[src/core/iagc_defines.vh]
// constants for the expander address and event routing register bank
// assumes byte addresses on a 12-bit register port with 32-bit data
`ifndef IAGC_DEFINES_VH
`define IAGC_DEFINES_VH

`define IAGC_AW 12
`define IAGC_OFF_EXP_LO 12'h434
`define IAGC_OFF_EXP_HI 12'h438
`define IAGC_OFF_EVT_CTL 12'h450
`define IAGC_OFF_EVT_STS 12'h454
`define IAGC_OFF_INT_STS 12'h460
`define IAGC_OFF_INT_MSK 12'h464
`define IAGC_OFF_PIN_CFG 12'h468

`define IAGC_EXP0_HI 7
`define IAGC_EXP0_LO 1
`define IAGC_EXP1_HI 15
`define IAGC_EXP1_LO 9
`define IAGC_EXP2_HI 23
`define IAGC_EXP2_LO 17
`define IAGC_EXP3_HI 31
`define IAGC_EXP3_LO 25
`define IAGC_EXP4_HI 7
`define IAGC_EXP4_LO 1

`define IAGC_POL_BIT 0
`define IAGC_EN_HI 5
`define IAGC_EN_LO 1
`define IAGC_ALT_BIT 0

`define IAGC_NPORT 5
`define IAGC_SAW 7
`define IAGC_SELW 3
`define IAGC_ALLW 35

`define IAGC_Z32 32'h0000_0000
`define IAGC_Z35 35'h0_0000_0000
`define IAGC_Z7 7'h00
`define IAGC_Z5 5'h00
`define IAGC_Z1 1'h0
`define IAGC_SEL0 3'h0
`define IAGC_SEL1 3'h1
`define IAGC_SEL2 3'h2
`define IAGC_SEL3 3'h3
`define IAGC_SEL4 3'h4

`endif

[src/core/iagc_evt_route.v]
// per-port reroute of hot-plug notifications onto the event pin
// assumes port event levels synchronous to clk
`timescale 1ns/1ps
`include "iagc_defines.vh"

module iagc_evt_route
(
    input wire clk,
    input wire rst_n,
    input wire hot_rst_n,
    input wire [`IAGC_NPORT-1:0] port_evt,
    input wire [`IAGC_NPORT-1:0] reroute_en,
    output reg [`IAGC_NPORT-1:0] evt_sts_ff,
    output reg [`IAGC_NPORT-1:0] legacy_req_ff
);

    genvar gi;
    generate
        for (gi = 0; gi < `IAGC_NPORT; gi = gi + 1)
        begin : g_port
            always @(posedge clk or negedge rst_n)
            begin
                if (!rst_n)
                begin
                    evt_sts_ff[gi] <= `IAGC_Z1;
                    legacy_req_ff[gi] <= `IAGC_Z1;
                end
                else if (!hot_rst_n)
                begin
                    evt_sts_ff[gi] <= `IAGC_Z1;
                    legacy_req_ff[gi] <= `IAGC_Z1;
                end
                else
                begin
                    // status only while enabled and signalling
                    evt_sts_ff[gi] <= port_evt[gi] & reroute_en[gi];
                    // enabled port is kept off intx, msi and pme
                    legacy_req_ff[gi] <= port_evt[gi] & ~reroute_en[gi];
                end
            end
        end
    endgenerate

endmodule // iagc_evt_route

[src/core/iagc_addr_sel.v]
// picks the stored slave address of the expander being addressed
// assumes exp_sel comes from the smbus master transaction engine
`timescale 1ns/1ps
`include "iagc_defines.vh"

module iagc_addr_sel
(
    input wire clk,
    input wire rst_n,
    input wire [`IAGC_SELW-1:0] exp_sel,
    input wire [`IAGC_ALLW-1:0] exp_addr_all,
    output reg [`IAGC_SAW-1:0] slave_addr_ff,
    output reg sel_bad_ff
);

    reg [`IAGC_SAW-1:0] nxt_slave_addr;
    reg nxt_sel_bad;

    always @*
    begin
        nxt_slave_addr = `IAGC_Z7;
        nxt_sel_bad = 1'b0;
        case (exp_sel)
            `IAGC_SEL0, `IAGC_SEL1, `IAGC_SEL2, `IAGC_SEL3, `IAGC_SEL4:
            begin
                // entries are packed lowest first, one address width each
                nxt_slave_addr = exp_addr_all[exp_sel*`IAGC_SAW +: `IAGC_SAW];
            end
            // reserved selects get address zero and a flag
            default: nxt_sel_bad = 1'b1;
        endcase
    end

    always @(posedge clk or negedge rst_n)
    begin
        if (!rst_n)
        begin
            slave_addr_ff <= `IAGC_Z7;
            sel_bad_ff <= `IAGC_Z1;
        end
        else
        begin
            slave_addr_ff <= nxt_slave_addr;
            sel_bad_ff <= nxt_sel_bad;
        end
    end

endmodule // iagc_addr_sel

[src/core/iagc_top.v]
// expander address and event routing register bank with event pin
// assumes rst_n is the fundamental reset, hot_rst_n a synchronous
// non-fundamental reset, and all inputs synchronous to clk
// sticky configuration survives hot_rst_n; event and interrupt state do not
//
// Design decision made here: strobed register access.
`timescale 1ns/1ps
`include "iagc_defines.vh"

module iagc_top
(
    input wire clk,
    input wire rst_n,
    input wire hot_rst_n,
    input wire [`IAGC_AW-1:0] reg_addr,
    input wire [31:0] reg_wdata,
    input wire reg_wr,
    input wire reg_rd,
    output reg [31:0] reg_rdata_ff,
    input wire [`IAGC_NPORT-1:0] port_evt,
    output wire [`IAGC_NPORT-1:0] legacy_req_ff,
    input wire [`IAGC_SELW-1:0] exp_sel,
    output wire [`IAGC_SAW-1:0] slave_addr_ff,
    output wire sel_bad_ff,
    input wire gpio7_gp_out,
    input wire gpio7_gp_oe,
    output reg gpio7_out_ff,
    output reg gpio7_oe_ff,
    output reg irq_ff
);

    // sticky storage
    reg [`IAGC_SAW-1:0] exp0_addr_ff;
    reg [`IAGC_SAW-1:0] exp1_addr_ff;
    reg [`IAGC_SAW-1:0] exp2_addr_ff;
    reg [`IAGC_SAW-1:0] exp3_addr_ff;
    reg [`IAGC_SAW-1:0] exp4_addr_ff;
    reg pol_ff;
    reg [`IAGC_NPORT-1:0] reroute_en_ff;

    // non-sticky storage
    reg [`IAGC_NPORT-1:0] int_sts_ff;
    reg [`IAGC_NPORT-1:0] int_msk_ff;
    reg alt_en_ff;
    reg [`IAGC_NPORT-1:0] prev_sts_ff;

    reg [`IAGC_NPORT-1:0] nxt_int_sts;
    reg [31:0] nxt_rdata;
    reg nxt_pin;
    reg nxt_oe;

    // next values of the configuration registers and of the interrupt output
    reg [`IAGC_SAW-1:0] nxt_exp0_addr;
    reg [`IAGC_SAW-1:0] nxt_exp1_addr;
    reg [`IAGC_SAW-1:0] nxt_exp2_addr;
    reg [`IAGC_SAW-1:0] nxt_exp3_addr;
    reg [`IAGC_SAW-1:0] nxt_exp4_addr;
    reg nxt_pol;
    reg [`IAGC_NPORT-1:0] nxt_reroute_en;
    reg [`IAGC_NPORT-1:0] nxt_int_msk;
    reg nxt_alt_en;
    reg nxt_irq;

    wire [`IAGC_NPORT-1:0] evt_sts_ff;
    wire [`IAGC_NPORT-1:0] sts_rise;
    wire evt_active;
    wire wr_lo;
    wire wr_hi;
    wire wr_ctl;
    wire wr_ists;
    wire wr_imsk;
    wire wr_pcfg;

    // exact match only, so aliases of the mapped offsets stay unmapped
    assign wr_lo = reg_wr && (reg_addr == `IAGC_OFF_EXP_LO);
    assign wr_hi = reg_wr && (reg_addr == `IAGC_OFF_EXP_HI);
    assign wr_ctl = reg_wr && (reg_addr == `IAGC_OFF_EVT_CTL);
    assign wr_ists = reg_wr && (reg_addr == `IAGC_OFF_INT_STS);
    assign wr_imsk = reg_wr && (reg_addr == `IAGC_OFF_INT_MSK);
    assign wr_pcfg = reg_wr && (reg_addr == `IAGC_OFF_PIN_CFG);

    // write decode for sticky fields; reserved bit positions are never stored
    always @*
    begin
        nxt_exp0_addr = exp0_addr_ff;
        nxt_exp1_addr = exp1_addr_ff;
        nxt_exp2_addr = exp2_addr_ff;
        nxt_exp3_addr = exp3_addr_ff;
        nxt_exp4_addr = exp4_addr_ff;
        nxt_pol = pol_ff;
        nxt_reroute_en = reroute_en_ff;
        if (wr_lo)
        begin
            nxt_exp0_addr = reg_wdata[`IAGC_EXP0_HI:`IAGC_EXP0_LO];
            nxt_exp1_addr = reg_wdata[`IAGC_EXP1_HI:`IAGC_EXP1_LO];
            nxt_exp2_addr = reg_wdata[`IAGC_EXP2_HI:`IAGC_EXP2_LO];
            nxt_exp3_addr = reg_wdata[`IAGC_EXP3_HI:`IAGC_EXP3_LO];
        end
        if (wr_hi)
        begin
            nxt_exp4_addr = reg_wdata[`IAGC_EXP4_HI:`IAGC_EXP4_LO];
        end
        if (wr_ctl)
        begin
            nxt_pol = reg_wdata[`IAGC_POL_BIT];
            // one enable per downstream port, bits 1 to 5
            nxt_reroute_en = reg_wdata[`IAGC_EN_HI:`IAGC_EN_LO];
        end
    end

    // sticky fields see only the fundamental reset, so a hot reset
    // keeps the expander map and the routing choice
    always @(posedge clk or negedge rst_n)
    begin
        if (!rst_n)
        begin
            exp0_addr_ff <= `IAGC_Z7;
            exp1_addr_ff <= `IAGC_Z7;
            exp2_addr_ff <= `IAGC_Z7;
            exp3_addr_ff <= `IAGC_Z7;
            exp4_addr_ff <= `IAGC_Z7;
            pol_ff <= `IAGC_Z1;
            reroute_en_ff <= `IAGC_Z5;
        end
        else
        begin
            exp0_addr_ff <= nxt_exp0_addr;
            exp1_addr_ff <= nxt_exp1_addr;
            exp2_addr_ff <= nxt_exp2_addr;
            exp3_addr_ff <= nxt_exp3_addr;
            exp4_addr_ff <= nxt_exp4_addr;
            pol_ff <= nxt_pol;
            reroute_en_ff <= nxt_reroute_en;
        end
    end

    iagc_evt_route u_route
    (
        .clk(clk),
        .rst_n(rst_n),
        .hot_rst_n(hot_rst_n),
        .port_evt(port_evt),
        .reroute_en(reroute_en_ff),
        .evt_sts_ff(evt_sts_ff),
        .legacy_req_ff(legacy_req_ff)
    );

    iagc_addr_sel u_sel
    (
        .clk(clk),
        .rst_n(rst_n),
        .exp_sel(exp_sel),
        .exp_addr_all({exp4_addr_ff, exp3_addr_ff, exp2_addr_ff, exp1_addr_ff, exp0_addr_ff}),
        .slave_addr_ff(slave_addr_ff),
        .sel_bad_ff(sel_bad_ff)
    );

    // an event on any rerouted port asserts the pin in alternate mode
    assign evt_active = |evt_sts_ff;
    assign sts_rise = evt_sts_ff & ~prev_sts_ff;

    // set wins over write-one-to-clear
    always @*
    begin
        nxt_int_sts = int_sts_ff;
        nxt_int_msk = int_msk_ff;
        nxt_alt_en = alt_en_ff;
        if (wr_ists)
        begin
            nxt_int_sts = nxt_int_sts & ~reg_wdata[`IAGC_NPORT-1:0];
        end
        nxt_int_sts = nxt_int_sts | sts_rise;
        if (wr_imsk)
        begin
            nxt_int_msk = reg_wdata[`IAGC_NPORT-1:0];
        end
        if (wr_pcfg)
        begin
            nxt_alt_en = reg_wdata[`IAGC_ALT_BIT];
        end
        // mask bit set means the source may interrupt
        nxt_irq = |(nxt_int_sts & int_msk_ff);
    end

    // non-sticky state also clears on the hot reset
    always @(posedge clk or negedge rst_n)
    begin
        if (!rst_n)
        begin
            int_sts_ff <= `IAGC_Z5;
            int_msk_ff <= `IAGC_Z5;
            alt_en_ff <= `IAGC_Z1;
            prev_sts_ff <= `IAGC_Z5;
            irq_ff <= `IAGC_Z1;
        end
        else if (!hot_rst_n)
        begin
            // event, interrupt mask and pin mode state; the sticky configuration is left alone
            int_sts_ff <= `IAGC_Z5;
            int_msk_ff <= `IAGC_Z5;
            alt_en_ff <= `IAGC_Z1;
            prev_sts_ff <= `IAGC_Z5;
            irq_ff <= `IAGC_Z1;
        end
        else
        begin
            int_sts_ff <= nxt_int_sts;
            int_msk_ff <= nxt_int_msk;
            alt_en_ff <= nxt_alt_en;
            prev_sts_ff <= evt_sts_ff;
            irq_ff <= nxt_irq;
        end
    end

    // pin 7: event level in alternate mode, plain gpio otherwise
    // oe is forced high in alternate mode: the event pin is push-pull there
    always @*
    begin
        nxt_pin = gpio7_gp_out;
        nxt_oe = gpio7_gp_oe;
        if (alt_en_ff)
        begin
            // polarity 0 drives active low, 1 active high
            nxt_pin = pol_ff ? evt_active : ~evt_active;
            nxt_oe = 1'b1;
        end
    end

    always @(posedge clk or negedge rst_n)
    begin
        if (!rst_n)
        begin
            gpio7_out_ff <= `IAGC_Z1;
            gpio7_oe_ff <= `IAGC_Z1;
        end
        else
        begin
            // no event level reaches the pin unless alternate mode
            gpio7_out_ff <= nxt_pin;
            gpio7_oe_ff <= nxt_oe;
        end
    end

    // read mux; reserved bits and unmapped offsets read zero
    always @*
    begin
        nxt_rdata = `IAGC_Z32;
        case (reg_addr)
            `IAGC_OFF_EXP_LO:
            begin
                nxt_rdata[`IAGC_EXP0_HI:`IAGC_EXP0_LO] = exp0_addr_ff;
                nxt_rdata[`IAGC_EXP1_HI:`IAGC_EXP1_LO] = exp1_addr_ff;
                nxt_rdata[`IAGC_EXP2_HI:`IAGC_EXP2_LO] = exp2_addr_ff;
                nxt_rdata[`IAGC_EXP3_HI:`IAGC_EXP3_LO] = exp3_addr_ff;
            end
            `IAGC_OFF_EXP_HI:
            begin
                nxt_rdata[`IAGC_EXP4_HI:`IAGC_EXP4_LO] = exp4_addr_ff;
            end
            `IAGC_OFF_EVT_CTL:
            begin
                nxt_rdata[`IAGC_POL_BIT] = pol_ff;
                nxt_rdata[`IAGC_EN_HI:`IAGC_EN_LO] = reroute_en_ff;
            end
            `IAGC_OFF_EVT_STS:
            begin
                nxt_rdata[`IAGC_EN_HI:`IAGC_EN_LO] = evt_sts_ff;
            end
            `IAGC_OFF_INT_STS:
            begin
                nxt_rdata[`IAGC_NPORT-1:0] = int_sts_ff;
            end
            `IAGC_OFF_INT_MSK:
            begin
                nxt_rdata[`IAGC_NPORT-1:0] = int_msk_ff;
            end
            `IAGC_OFF_PIN_CFG:
            begin
                nxt_rdata[`IAGC_ALT_BIT] = alt_en_ff;
            end
            default:
            begin
                nxt_rdata = `IAGC_Z32;
            end
        endcase
    end

    // data valid only in the cycle after the strobe
    // a read has no side effect, so reads may run back to back
    always @(posedge clk or negedge rst_n)
    begin
        if (!rst_n)
        begin
            reg_rdata_ff <= `IAGC_Z32;
        end
        else if (reg_rd)
        begin
            reg_rdata_ff <= nxt_rdata;
        end
        else
        begin
            reg_rdata_ff <= `IAGC_Z32;
        end
    end

endmodule // iagc_top

[config.mk]
export PLATFORM = sky130hd
export DESIGN_NAME = iagc_top
export DESIGN_NICKNAME = d
export VERILOG_FILES = /design/src/core/iagc_evt_route.v /design/src/core/iagc_addr_sel.v /design/src/core/iagc_top.v
export VERILOG_INCLUDE_DIRS = /design/src /design/src/core
export SDC_FILE = /design/constraint.sdc
export NUM_CORES = 1
export LEC_CHECK = 0
export ABC_AREA = 1
export BUFFER_PORTS_ARGS = -buffer_cell sky130_fd_sc_hd__buf_2
export CAP_MARGIN = 20
export CORE_MARGIN = 3
export CORE_UTILIZATION = 55
export DETAILED_ROUTE_END_ITERATION = 8
export PLACE_DENSITY_LB_ADDON = 0.05
export SKIP_LAST_GASP = 1
export SYNTH_ARGS = -nofsm -noshare
export SYNTH_HDL_FRONTEND = slang
export SYNTH_HIERARCHICAL = 1
export SYNTH_SLANG_ARGS = --single-unit
export TNS_END_PERCENT = 30
[constraint.sdc]
create_clock -name clk -period 3.25 [get_ports clk]
set_input_delay 0.4875 -clock clk [delete_from_list [all_inputs] [get_ports clk]]
set_output_delay 0.4875 -clock clk [all_outputs]
set_load 0.005 [all_outputs]
### After elaboration in Yosys (flattened, before gate mapping)

Index checks and enable logic that the tools add are counted.

* $add $sub $neg: 0
* multiply operators: 1
* div/mod/pow operators: 0
* $lt $le $gt $ge: 0
* equal/unequal tests: 13
* shift operators: 1
* muxes and demuxes: 31
* bitwise operators: 22
* reductions and logical operators: 10

Operator list (number)
* $eq 12x11->1 const B: 7
* $shiftx 35x7->7: 1
* $mux 32: 1
* $mux 7: 4
* $mux 5: 5
* $pmux 4 s6: 1
* $mux 1: 17
* $and 5x5->5: 3
* $reduce_or 5->1: 3
* $and 1x1->1: 10
* $not 5->5: 2
* $pmux 1 s4: 2
* $eq 3x2->1 const B: 2
* $logic_and 1x1->1: 6
* $mul 3x3->6 const B: 1
* $not 1->1: 6
* $or 5x5->5: 1
* $ne 2x1->1 const B: 2
* $pmux 2 s2: 1
* $eq 3x1->1 const B: 1
* $eq 3x3->1 const B: 1
* $logic_not 3->1: 1

* bits in registers: 110
* bits in latches: 0
* RAM bits: 0
* memory bits (read-only): 0
* input bits: 59
* memories kept: 0

### Longest topological paths before layout

Gate-level depths: netlist of the first run.

* depth in word-level cells: 7
* depth in mapped cells: 11

### Cells and area by module

The synthesis of the first run kept the hierarchy.

By module, submodules not included
* iagc_top: times used 1, cells an instance 390, area an instance 3822.4 um^2, sequential area each 2227.1 um^2
* iagc_addr_sel: times used 1, cells an instance 115, area an instance 660.6 um^2, sequential area each 200.2 um^2
* iagc_evt_route: times used 1, cells an instance 30, area an instance 325.3 um^2, sequential area each 250.2 um^2

### Worst setup path after synthesis of the first run

No wires, ideal clock.

* path kind: input to register
* from: input port reg_addr[8]
* to: register exp1_addr_ff[0]
* library setup time: 125 ps
* arrival: 1561 ps
* setup slack: 1564 ps
* cell stages on the path: 10
* cell sequence: inv_1 nand2_1 nor2_4 inv_4 nor2_8 nand2_4 inv_6 nand2_8 buf_8 mux2_4

* cells in the longest elaborated chain, start to end: 2

Ends and longest elaborated chain
* from (decl): line iagc_top.v:15 `` input wire [`IAGC_AW-1:0] reg_addr, ``
* $eq 12x11->1
* $logic_and 1x1->1: line iagc_top.v:75 `` assign wr_lo = reg_wr && (reg_addr == `IAGC_OFF_EXP_LO); ``
* to (signal assigned): line iagc_top.v:118 `` exp1_addr_ff <= `IAGC_Z7; ``
* to (signal assigned): line iagc_top.v:128 `exp1_addr_ff <= nxt_exp1_addr;`
* to (decl): line iagc_top.v:34 `` reg [`IAGC_SAW-1:0] exp1_addr_ff; ``

Every way passes these cells.
A chain may end at the register's enable or synchronous reset.

### Worst setup path in the final report of the first run

* from: input port reg_addr[11]
* to: register reroute_en_ff[4]

* cells in the longest elaborated chain, start to end: 2

Ends and longest elaborated chain
* $eq 12x11->1
* $logic_and 1x1->1: line iagc_top.v:77 `` assign wr_ctl = reg_wr && (reg_addr == `IAGC_OFF_EVT_CTL); ``
* to (signal assigned): line iagc_top.v:123 `` reroute_en_ff <= `IAGC_Z5; ``
* to (signal assigned): line iagc_top.v:133 `reroute_en_ff <= nxt_reroute_en;`
* to (decl): line iagc_top.v:39 `` reg [`IAGC_NPORT-1:0] reroute_en_ff; ``

Every way passes these cells.

==> results of run 1 <==
-- metal layers --
metal | track usage (%) | vias up | part of all wire (%)
li1 | - | 1826 | -
met1 | 27.3 | 1712 | 42
met2 | 37.5 | 79 | 51
met3 | 4.42 | 19 | 4.3
met4 | 7.35 | 0 | 2.1
met5 | 0 | - | 0
-- power by group through the flow --
| stage | combinational [mW] | sequential [mW] | clock (mW) |
|---|---|---|---|
| finish | 0.145 | 1.35 | 0.747 |
| global route | 0.166 | 1.35 | 0.828 |
| CTS | 0.149 | 1.35 | 0.766 |
| detailed placement | 0.148 | 1.37 | 0 |
| global placement | 0.145 | 1.37 | 0 |
| floorplan | 0.0642 | 1.37 | 0 |
-- cell usage after synthesis, types with 4 or more instances --
cell type	number	area [um^2]
a31oi_1	6	37.5
buf_4	5	37.5
clkbuf_1	4	15.0
dfrtp_1	107	2680
inv_1	94	353
mux2_2	5	56.3
mux2_4	16	240
nand2_1	138	518
nand3_1	32	160
nand4_1	4	25.0
nor2_1	48	180
o21ai_0	26	130
o21ai_1	4	20.0
o22ai_1	6	37.5
-- cell families after synthesis --
| kind of cell | after synthesis | synth area share, % |
|---|---|---|
| xor+xnor | 1 | 0.182 |
| flops | 107 | 55.7 |
| compound gates | 46 | 5.18 |
| simple gates | 242 | 22.2 |
| other cells | 1 | 0.0780 |
| mux | 21 | 6.17 |
| buf+inv | 117 | 10.5 |
-- worst max path at each step --
stage | start | end | slack (ns) | cells after the start
after floorplan | reg_addr[8] | exp1_addr_ff[0]$_DFFE_PN0P_ | 1.56 | 10
after global placement | reg_addr[8] | reg_rdata_ff[25]$_DFF_PN0_ | 1.29 | 10
after detailed placement | reg_addr[11] | reg_rdata_ff[14]$_DFF_PN0_ | 1.21 | 10
after CTS | reg_addr[11] | reg_rdata_ff[14]$_DFF_PN0_ | 1.60 | 10
after global routing | reg_addr[1] | reg_rdata_ff[17]$_DFF_PN0_ | 1.36 | 8
final | reg_addr[11] | reroute_en_ff[4]$_DFFE_PN0P_ | 1.62 | 11
-- through the flow --
step                      instances  total power, mW
after floorplan                 537             1.44
after global placement          727             1.52
after detailed placement        727             1.52
after CTS                       743             2.26
after global routing            743             2.34
final                           743             2.24
-- sequential cells by signal, summed over array words and instances (netlist names), 5 cells and up --
| register | flops |
|---|---|
| exp0_addr_ff | 7 |
| exp1_addr_ff | 7 |
| exp2_addr_ff | 7 |
| exp3_addr_ff | 7 |
| exp4_addr_ff | 7 |
| int_msk_ff | 5 |
| int_sts_ff | 5 |
| prev_sts_ff | 5 |
| reg_rdata_ff | 29 |
| reroute_en_ff | 5 |
| u_route/evt_sts_ff | 5 |
| u_route/legacy_req_ff | 5 |
| u_sel/slave_addr_ff | 7 |
-- worst max-delay path, delay by kind of cell --
kind                   cells  cell delay, ns
buffers and inverters      4            0.36
and+or+nand+nor            6            0.91
AOI/OAI and AO/OA          1            0.09
-- layout make-up --
class,count,share of cell area [%]
Inverter,101,7.05
Multi-Input combinational cell,313,29.5
Tap cell,105,2.37
Clock buffer,12,2.62
Sequential cell,107,48.4
Timing Repair Buffer,101,9.45
Clock inverter,4,0.633
==> out/summary.txt, run 1 <==
CP peak stage delay = 0.29 ns
Pin count of the biggest net entering global routing = 63
Hold slack final = 0.190 ns
Final Util = 66.4%
Post-synthesis sequential area ratio = 55.7%
Clock Power Share = 33.4%
Power density over cell area = 404 nW/um^2
Crit path time final = 1.63 ns
CTS tree = built
Initial Util = 57.7%
Worst-path clk slew = 0.10 ns
Vias in the first global route = 3619
Commonest non-fill, non-tap cells in the layout = nand2_1 (138), dfrtp_1 (107), buf_2 (99)
Commonest non-fill, non-tap cell in the layout = nand2_1
# setup viols final = 0
Syn Area/Cell = 8.99 um^2
Synth Flop Type = dfrtp_1
I/O Pins = 107
GRT Residual Overflow = 0
Clock Skews = 0.00716 ns
Vias/cell = 4.89
FFs w/ async S/R, synth = 100%
H-Tree Level Count = 3
Worst setup EP type = register
Max cap viols = 0
# fillers = 718
Synth warn = 6
Core ar. = 8340 um^2
Die Y-Extent = 99.5 um
Leakage power = 3.05 nW
Proportion of layout cells with a drive suffix above 1 = 24.9%
Worst-case clock buffer depth = 2
Port bufs = 100
Critical Path RT = 3.49 ns
Layout area overhead = 15.1%
Yosys reg bits = 107
Clock sink total = 107
Peak supply drop = 198 uV
RSZ-0062 raised after global routing = false
Worst Reg2Reg Path Length in Cells = 4
Slew headroom = 48.4%
CP max-delay cell = nand2_1
Diode count = 0
Period utilization = 50.3%
Crit Path Max Fanout = 12
Cts bufs inserted = 9
R2r startpoint = u_route/evt_sts_ff[3]$_DFF_PN0_
Footprint of the multi-input gates = 1630 um^2
Flop pwr share = 60.1%
R2R Setup Slk = 2.05 ns
First-pass GRT wire length = 17000 um
Type of origin of the critical path = input port
Post-CTS Setup Inserts = 0
Fmax = 0.612 GHz
Initial antenna violation count = 0
CP most frequent cell = nand2_1
Post-route cell area = 5530 um^2
Detailed placement HPWL = 7660 um
RD Place Congestion = 0.860
Status = completed
Final Worst Setup Slack = 1.62 ns
Reg area = 2680 um^2
Final Max Tran Viols = 0
Post-route antenna net violation count = 0
EDFF count, synth = 0
Setup tns final = 0 ns
Worst slack at placement = 1.21 ns
Vias = 3636
Mapped Area = 4810 um^2
Routed WL = 10100 um
Hold WC Path Type = input port to asynchronous set/reset pin
Die area = 9900 um^2
Post-CTS Resized = 0
Final Hold Viols = 0
Worst Tran Pin Value = 0.774 ns
Placed cell area = 5350 um^2
Total global-route track usage = 21.7%
Rows = 33
Crit path arrival time = 1.87 ns
Int Pwr = 1.70 mW
Combinational group share of total power = 6.5%
Reg2reg end = gpio7_out_ff$_DFF_PN0_
1st-pass router iterations = 4
Switching Share = 24.0%
Wire length per cell = 13.6 um
CTS root buf = clkbuf_8
Post-synthesis cell type count = 36
Instance count of the mapped netlist = 535
Initial drt markers = 174
CP cell instances = buf_2 -> inv_2 -> nand2_2 -> nor2_4 -> inv_4 -> nor2_4 -> nand2_1 -> inv_2 -> nand2_1 -> nand2_1 -> o21ai_0
WS Path Type = input port to register
Sw Pwr = 0.538 mW
CTS Hold Bufs = 0
Clock Latency Late Sink = 0.37 ns
Horiz. Die Dim = 99.5 um
Final routed DRC violation total = 0
Nets = 692
Power figures use the tool's default switching activity.
==> run 2: changes to the inputs <==
Settings changed: ABC_AREA 1 to 0, CORE_UTILIZATION 55 to 48.
Clock period 3.25 ns to 1.4 ns, I/O delays scaled along.
==> out/summary.txt, run 2 <==
Largest family of logic cells by synthesized area = simple AND/OR/NAND/NOR gates
Placed cell area = 5480 um^2 (+2.4%)
Compound-Gate Fraction of Synth Area = 9.20% (+4.0 points)
Initial antenna violation count = 0 (unchanged)
Reg2reg end = gpio7_out_ff$_DFF_PN0_
Worst-path clk slew = 0.10 ns (about the same)
Post-route antenna net violation count = 0 (unchanged)
Synth warn = 6 (unchanged)
Final routed DRC violation total = 0 (unchanged)
Mapped Area = 4570 um^2 (-5.0%)
Max cap viols = 0 (unchanged)
Post-synthesis cell type count = 50 (+39%)
Pin count of the biggest net entering global routing = 36 (-43%)
CTS tree = built
Hold WC Path Type = input port to register
Peak supply drop = 535 uV (+170%)
Status = complete, but fails checks
Type of origin of the critical path = input port
Proportion of layout cells with a drive suffix above 1 = 46.3% (+21 points)
I/O Pins = 107 (unchanged)
Final Hold Viols = 0 (unchanged)
RSZ-0062 raised after global routing = true
CP max-delay cell = or4b_4
Final Max Tran Viols = 0 (unchanged)
Synth Area in Adders = 0% (unchanged)
Die area = 10700 um^2 (+8.3%)
Post-synthesis sequential area ratio = 58.6% (+2.9 points)
Slew headroom = 62.9% (+14 points)
CP peak stage delay = 0.56 ns (+0.27 ns)
Crit path time final = 1.71 ns
Yosys reg bits = 107 (unchanged)
Crit path arrival time = 1.96 ns (+0.09 ns)
FFs w/ async S/R, synth = 100% (unchanged)
Cell count of the worst hold path = 2
Horiz. Die Dim = 104 um (+4.1%)
Tot Pwr = 5.24 mW (+130%)
Total global-route track usage = 20.6% (-1.1 points)
Vias in the first global route = 3456 (-4.5%)
Initial drt markers = 121 (-30%)
Cts bufs inserted = 9 (unchanged)
Syn Area/Cell = 13.3 um^2 (+48%)
Leading area contributor after synthesis = dfrtp_1
Post-synth top area share = 58.6% (+2.9 points)
Setup tns final = -13.23 ns (-13.23 ns)
Diode count = 0 (unchanged)
H-Tree Level Count = 3 (unchanged)
Final Worst Setup Slack = -0.311 ns (-1.93 ns)
RD Place Congestion = 0.878 (+2.1%)
Detailed placement HPWL = 7590 um (-0.88%)
Fmax = 0.584 GHz
Synth Flop Type = dfrtp_1
Worst slack at placement = -0.702 ns (-1.91 ns)
Commonest non-fill, non-tap cells in the layout = dfrtp_1 (107), buf_2 (97), mux2_2 (38)
Routed WL = 10700 um (+6.3%)
Initial Util = 50.9% (-6.7 points)
Post-synth top cells = dfrtp_1 (107), mux2_2 (40), and2_1 (26), nor2_1 (14), nor2b_1 (14)
Leakage power = 3.10 nW (+1.8%)
Xor and xnor area share after synthesis = 0.192% (+0.0095 points)
Worst Tran Pin Value = 0.555 ns (-0.219 ns)
WS Path Type = input port to register
Period utilization = 122%
CP most frequent cell = buf_6
Clock sink total = 107 (unchanged)
Worst Reg2Reg Path Length in Cells = 4 (unchanged)
Vias = 3251 (-11%)
Layout area overhead = 29.6%
Worst-case clock buffer depth = 2 (unchanged)
1st-pass router iterations = 4 (unchanged)
Post-synthesis simple-gate area fraction = 15.4% (-6.8 points)
Clock Latency Late Sink = 0.36 ns (about the same)
WHS Endpoint = gpio7_oe_ff$_DFF_PN0_
Port bufs = 100 (unchanged)
Die Y-Extent = 104 um (+4.1%)
GRT Residual Overflow = 0 (unchanged)
Largest cells by area after synthesis = dfrtp_1 (59%), mux2_2 (9.9%), and2_1 (3.6%)
Critical Path RT = 1.65 ns (-1.84 ns)
Vias/cell = 5.24 (+7.0%)
Worst setup EP type = register
Top reg by flops = reg_rdata_ff
R2r startpoint = u_route/evt_sts_ff[2]$_DFF_PN0_
# setup viols final = 67 (+67)
R2R Setup Slk = -0.09 ns (-2.14 ns)
Instance count of the mapped netlist = 344 (-36%)
Commonest non-fill, non-tap cell in the layout = dfrtp_1
Nets = 550 (-21%)
Wire length per cell = 17.3 um (+27%)
Max FFs per register = 29 (unchanged)
Post-route cell area = 5920 um^2 (+7.0%)
Hold slack final = 0.0335 ns (-0.157 ns)
CTS root buf = clkbuf_8
CP bufs+invs = 3 (-1)
# fillers = 718 (unchanged)
Violated checks = setup timing
Hold Startpoint = gpio7_gp_oe
CP cell instances = buf_6 -> buf_6 -> or4b_4 -> nor3_4 -> and2_4 -> buf_4 -> nand2_8 -> mux2_4
EDFF count, synth = 0 (unchanged)
First-pass GRT wire length = 17800 um (+5.1%)
Rows = 34 (+3.0%)
Crit Path Max Fanout = 7 (-5)
Power density over cell area = 885 nW/um^2 (+120%)
Cell family with most CP delay = simple AND/OR/NAND/NOR gates
Multiplexer share of the synthesized area = 14.3% (+8.1 points)
Clock Skews = 0.00931 ns (+0.00215 ns)
Core ar. = 8980 um^2 (+7.6%)
Count leader, synth = dfrtp_1
[run 2: changes by cell type in the layout (fill, tap and decap cells not counted), moves of 31 or more]
cell / before / now
buf_4: 1 / 32
inv_1: 94 / 3
mux2_2: 5 / 38
nand2_1: 138 / 6
nor2_1: 48 / 13
[run 2: how the worst max path moves through the flow]
stage	start	end	slack, ns	cells past startpoint
6_report	reg_addr[3]	exp2_addr_ff[3]$_DFFE_PN0P_	-0.31	8
5_1_grt	reg_addr[3]	exp0_addr_ff[4]$_DFFE_PN0P_	-0.35	8
4_1_cts	reg_addr[11]	irq_ff$_DFF_PN0_	-0.32	7
3_5_place_dp	reg_addr[0]	irq_ff$_DFF_PN0_	-0.70	7
3_3_place_gp	reg_addr[0]	irq_ff$_DFF_PN0_	-0.69	7
2_1_floorplan	reg_addr[0]	irq_ff$_DFF_PN0_	-0.61	5
[run 2: layout make-up]
| cell class | count | area, um^2 | area share [%] |
|---|---|---|---|
| Tap cell | 126 | 158 | 2.66 |
| Sequential cell | 107 | 2680 | 45.2 |
| Clock buffer | 9 | 124 | 2.09 |
| Timing Repair Buffer | 145 | 966 | 16.3 |
| Clock inverter | 6 | 51.3 | 0.866 |
| Inverter | 3 | 11.3 | 0.190 |
| Multi-Input combinational cell | 225 | 1930 | 32.7 |
[run 2: what timing repair did]
action / in CTS / in global routing
pin swaps: 5 / 7
hold buffers: 1 / 0
cloned: 3 / 0
endpoints found under the setup margin: 72 / 80
resized for setup: 6 / 23
endpoints found under the hold margin: 21 / 0
setup buffers: 3 / 7
[run 2: power by group]
| group | switching (mW) | total (mW) | internal, mW | leakage [nW] |
|---|---|---|---|---|
| logic | 0.212 | 0.379 | 0.168 | 1.53 |
| registers | 0.00732 | 3.11 | 3.11 | 1.48 |
| clock network | 1.08 | 1.75 | 0.664 | 0.0916 |
| total | 1.30 | 5.24 | 3.94 | 3.10 |
[run 2: stage by stage]
stage	utilization [%]	cells
after floorplan	-	346
after global placement	61.1	593
after detailed placement	61.1	593
after CTS	64.3	615
after global routing	66.0	621
final	66.0	621
[run 2: logic make-up (layout without fill, tap and decap cells)]
group | count (synthesis) | count (layout)
muxes | 57 | 57
and+or+nand+nor | 106 | 109
buffers and inverters | 17 | 163
AOI/OAI and AO/OA | 55 | 55
other | 1 | 3
DFF | 107 | 107
xor gates and xnor gates | 1 | 1
[run 2: per-layer routing]
| metal | global-route usage [%] | wire, um | up-vias |
|---|---|---|---|
| li1 | - | - | 1538 |
| met1 | 26.6 | 4640 | 1619 |
| met2 | 35.4 | 5540 | 78 |
| met3 | 3.73 | 395 | 16 |
| met4 | 7.03 | 173 | 0 |
| met5 | 0 | 0 | - |
==> run 3: changes to the inputs <==
Settings changed: CORE_UTILIZATION 48 to 35.
==> out/summary.txt, run 3 (synthesis results as in run 2) <==
Flop pwr share = 51.3% (-8.1 points)
RSZ-0062 raised after global routing = true
Cts bufs inserted = 9 (unchanged)
Int Pwr = 4.71 mW (+20%)
CP peak stage delay = 0.56 ns (about the same)
Switching Share = 22.3% (-2.5 points)
Worst-path clk slew = 0.07 ns (-0.03 ns)
M1 WL = 5150 um (+11%)
Hold WC Path Type = input port to register
RD Place Congestion = 0.779 (-11%)
Initial antenna violation count = 0 (unchanged)
Die area = 14500 um^2 (+35%)
Sw Pwr = 1.35 mW (+3.9%)
Core ar. = 12700 um^2 (+41%)
Leakage power = 3.20 nW (+3.3%)
Worst setup EP type = register
H-Tree Level Count = 3 (unchanged)
Worst Tran Pin Value = 0.576 ns (+0.0205 ns)
Port bufs = 100 (unchanged)
Post-route antenna net violation count = 0 (unchanged)
Vias = 3356 (+3.2%)
CTS tree = built
Horiz. Die Dim = 120 um (+16%)
Period utilization = 125% (+3.0 points)
Crit path arrival time = 1.98 ns (+0.02 ns)
Slew headroom = 61.5% (-1.4 points)
Pin count of the biggest net entering global routing = 32 (-11%)
Nets = 559 (+1.6%)
WS Path Type = input port to register
Clock Power Share = 42.4% (+9.0 points)
Vias in the first global route = 3390 (-1.9%)
Placed insts = 646 (+8.9%)
Clock Latency Late Sink = 0.35 ns (about the same)
Vias/cell = 4.96 (-5.3%)
CP max-delay cell = or4b_4
Final Worst Setup Slack = -0.352 ns (-0.0416 ns)
Max Used Layer = met4
Critical Path RT = 1.63 ns (-0.02 ns)
Final Hold Viols = 0 (unchanged)
Combinational group share of total power = 6.3% (-0.9 points)
Clock Skews = 0.00884 ns (-0.000479 ns)
Worst Reg2Reg Path Length in Cells = 4 (unchanged)
1st-pass router iterations = 4 (unchanged)
Wire length per cell = 17.4 um (+0.49%)
GRT Residual Overflow = 0 (unchanged)
Final Max Tran Viols = 0 (unchanged)
Rows = 41 (+21%)
Diode count = 0 (unchanged)
Layout area overhead = 36.0%
Tot Pwr = 6.07 mW (+16%)
Routed WL = 11800 um (+9.6%)
Status = complete, but fails checks
Met3 wire len = 552 um (+40%)
Total global-route track usage = 16.6% (-4.0 points)
Max cap viols = 0 (unchanged)
Final routed DRC violation total = 0 (unchanged)
Commonest non-fill, non-tap cells in the layout = dfrtp_1 (107), buf_2 (97), mux2_2 (40)
Commonest non-fill, non-tap cell in the layout = dfrtp_1
I/O Pins = 107 (unchanged)
Top reg by flops = reg_rdata_ff
Initial Util = 36.1% (-15 points)
Reg2reg end = gpio7_out_ff$_DFF_PN0_
Hold Startpoint = gpio7_gp_oe
Crit Path Max Fanout = 4 (-3)
Fmax = 0.571 GHz (-2.4%)
First-pass GRT wire length = 18400 um (+3.1%)
Final Non-Filler Cells = 677 (+9.0%)
R2r startpoint = u_route/evt_sts_ff[2]$_DFF_PN0_
Die Y-Extent = 120 um (+16%)
Peak supply drop = 458 uV (-14%)
R2R Setup Slk = -0.11 ns (-0.02 ns)
CP cell instances = buf_2 -> or4b_4 -> nor4_4 -> buf_4 -> a31oi_1 -> or2_0 -> o41a_1
# setup viols final = 65 (-3.0%)
Violated checks = setup timing
WHS Endpoint = gpio7_oe_ff$_DFF_PN0_
Power density over cell area = 976 nW/um^2 (+10%)
Worst-case clock buffer depth = 2 (unchanged)
Crit path time final = 1.75 ns (+0.0416 ns)
Max FFs per register = 29 (unchanged)
CTS root buf = clkbuf_16
Cell count of the worst hold path = 2 (unchanged)
DR WL met2 = 5930 um (+7.1%)
Type of origin of the critical path = input port
Initial drt markers = 205 (+69%)
Clock sink total = 107 (unchanged)
Detailed placement HPWL = 8120 um (+6.9%)
Proportion of layout cells with a drive suffix above 1 = 48.9% (+2.6 points)
[run 3: cell count changes in the layout (fill, tap and decap cells not counted), moves of 3 or more]
cell / delta
and2_1: -5
and2_4: +5
clkbuf_8: -8
clkinv_4: -3
clkbuf_16: +11
buf_4: +6
[run 3: critical path: cells and delay by family]
family,cells,cell delay [ns]
AOI/OAI and AO/OA,2,0.37
buffers and inverters,2,0.28
and+or+nand+nor,3,1.11
[run 3: worst max path at each step]
stage            startpoint  depth (start not counted)  slack, ns               end
6_report       reg_addr[11]                          7      -0.35  irq_ff$_DFF_PN0_
5_1_grt        reg_addr[11]                          7      -0.43  irq_ff$_DFF_PN0_
4_1_cts        reg_addr[11]                          7      -0.33  irq_ff$_DFF_PN0_
3_5_place_dp    reg_addr[0]                          7      -0.73  irq_ff$_DFF_PN0_
3_3_place_gp    reg_addr[0]                          7      -0.69  irq_ff$_DFF_PN0_
2_1_floorplan   reg_addr[0]                          5      -0.61  irq_ff$_DFF_PN0_
[run 3: routing by layer]
metal | global-route usage (%) | vias up
met5 | 0 | -
met4 | 5.67 | 0
met3 | 3.23 | 11
met2 | 27.2 | 89
met1 | 22.3 | 1706
li1 | - | 1550
[run 3: layout make-up]
class / count / area, um^2
clock buffers: 12 / 246
clock inverters: 4 / 50.0
fillers: 1179 / 6450
inverters: 3 / 11.3
multi-input cells: 225 / 1940
flip-flops and latches: 107 / 2680
well taps: 172 / 215
repair buffers: 154 / 1070
[run 3: stage by stage]
step | hold slack [ns] | TNS [ns] | setup slack (ns) | util [%] | area, um^2
floorplan | -0.0856 | -24.81 | -0.608 | - | 4610
detailed placement | 0.128 | -46.08 | -0.733 | 44.1 | 5590
finish | 0.0522 | -11.02 | -0.352 | 49.1 | 6220
global placement | 0.127 | -45.31 | -0.692 | 44.1 | 5590
global route | 0.0536 | -14.92 | -0.426 | 49.1 | 6220
CTS | 0.0435 | -12.91 | -0.335 | 47.4 | 6010
[run 3: timing repair]
action	4_1_cts	5_1_grt
setup buffers	2	8
gates resized for setup	7	30
endpoints found under the hold margin	17	0
hold buffers	1	0
setup endpoints to repair	79	81
pin swaps	7	9
gates cloned	3	2
[run 3: power groups by stage]
stage                     Clock (mW)  Combinational (mW)  Sequential, mW
final                           2.57               0.383            3.11
after global routing            2.79               0.427            3.12
after CTS                       2.63               0.384            3.11
after detailed placement           0               0.367            3.17
after global placement             0               0.364            3.17
after floorplan                    0               0.103            3.18
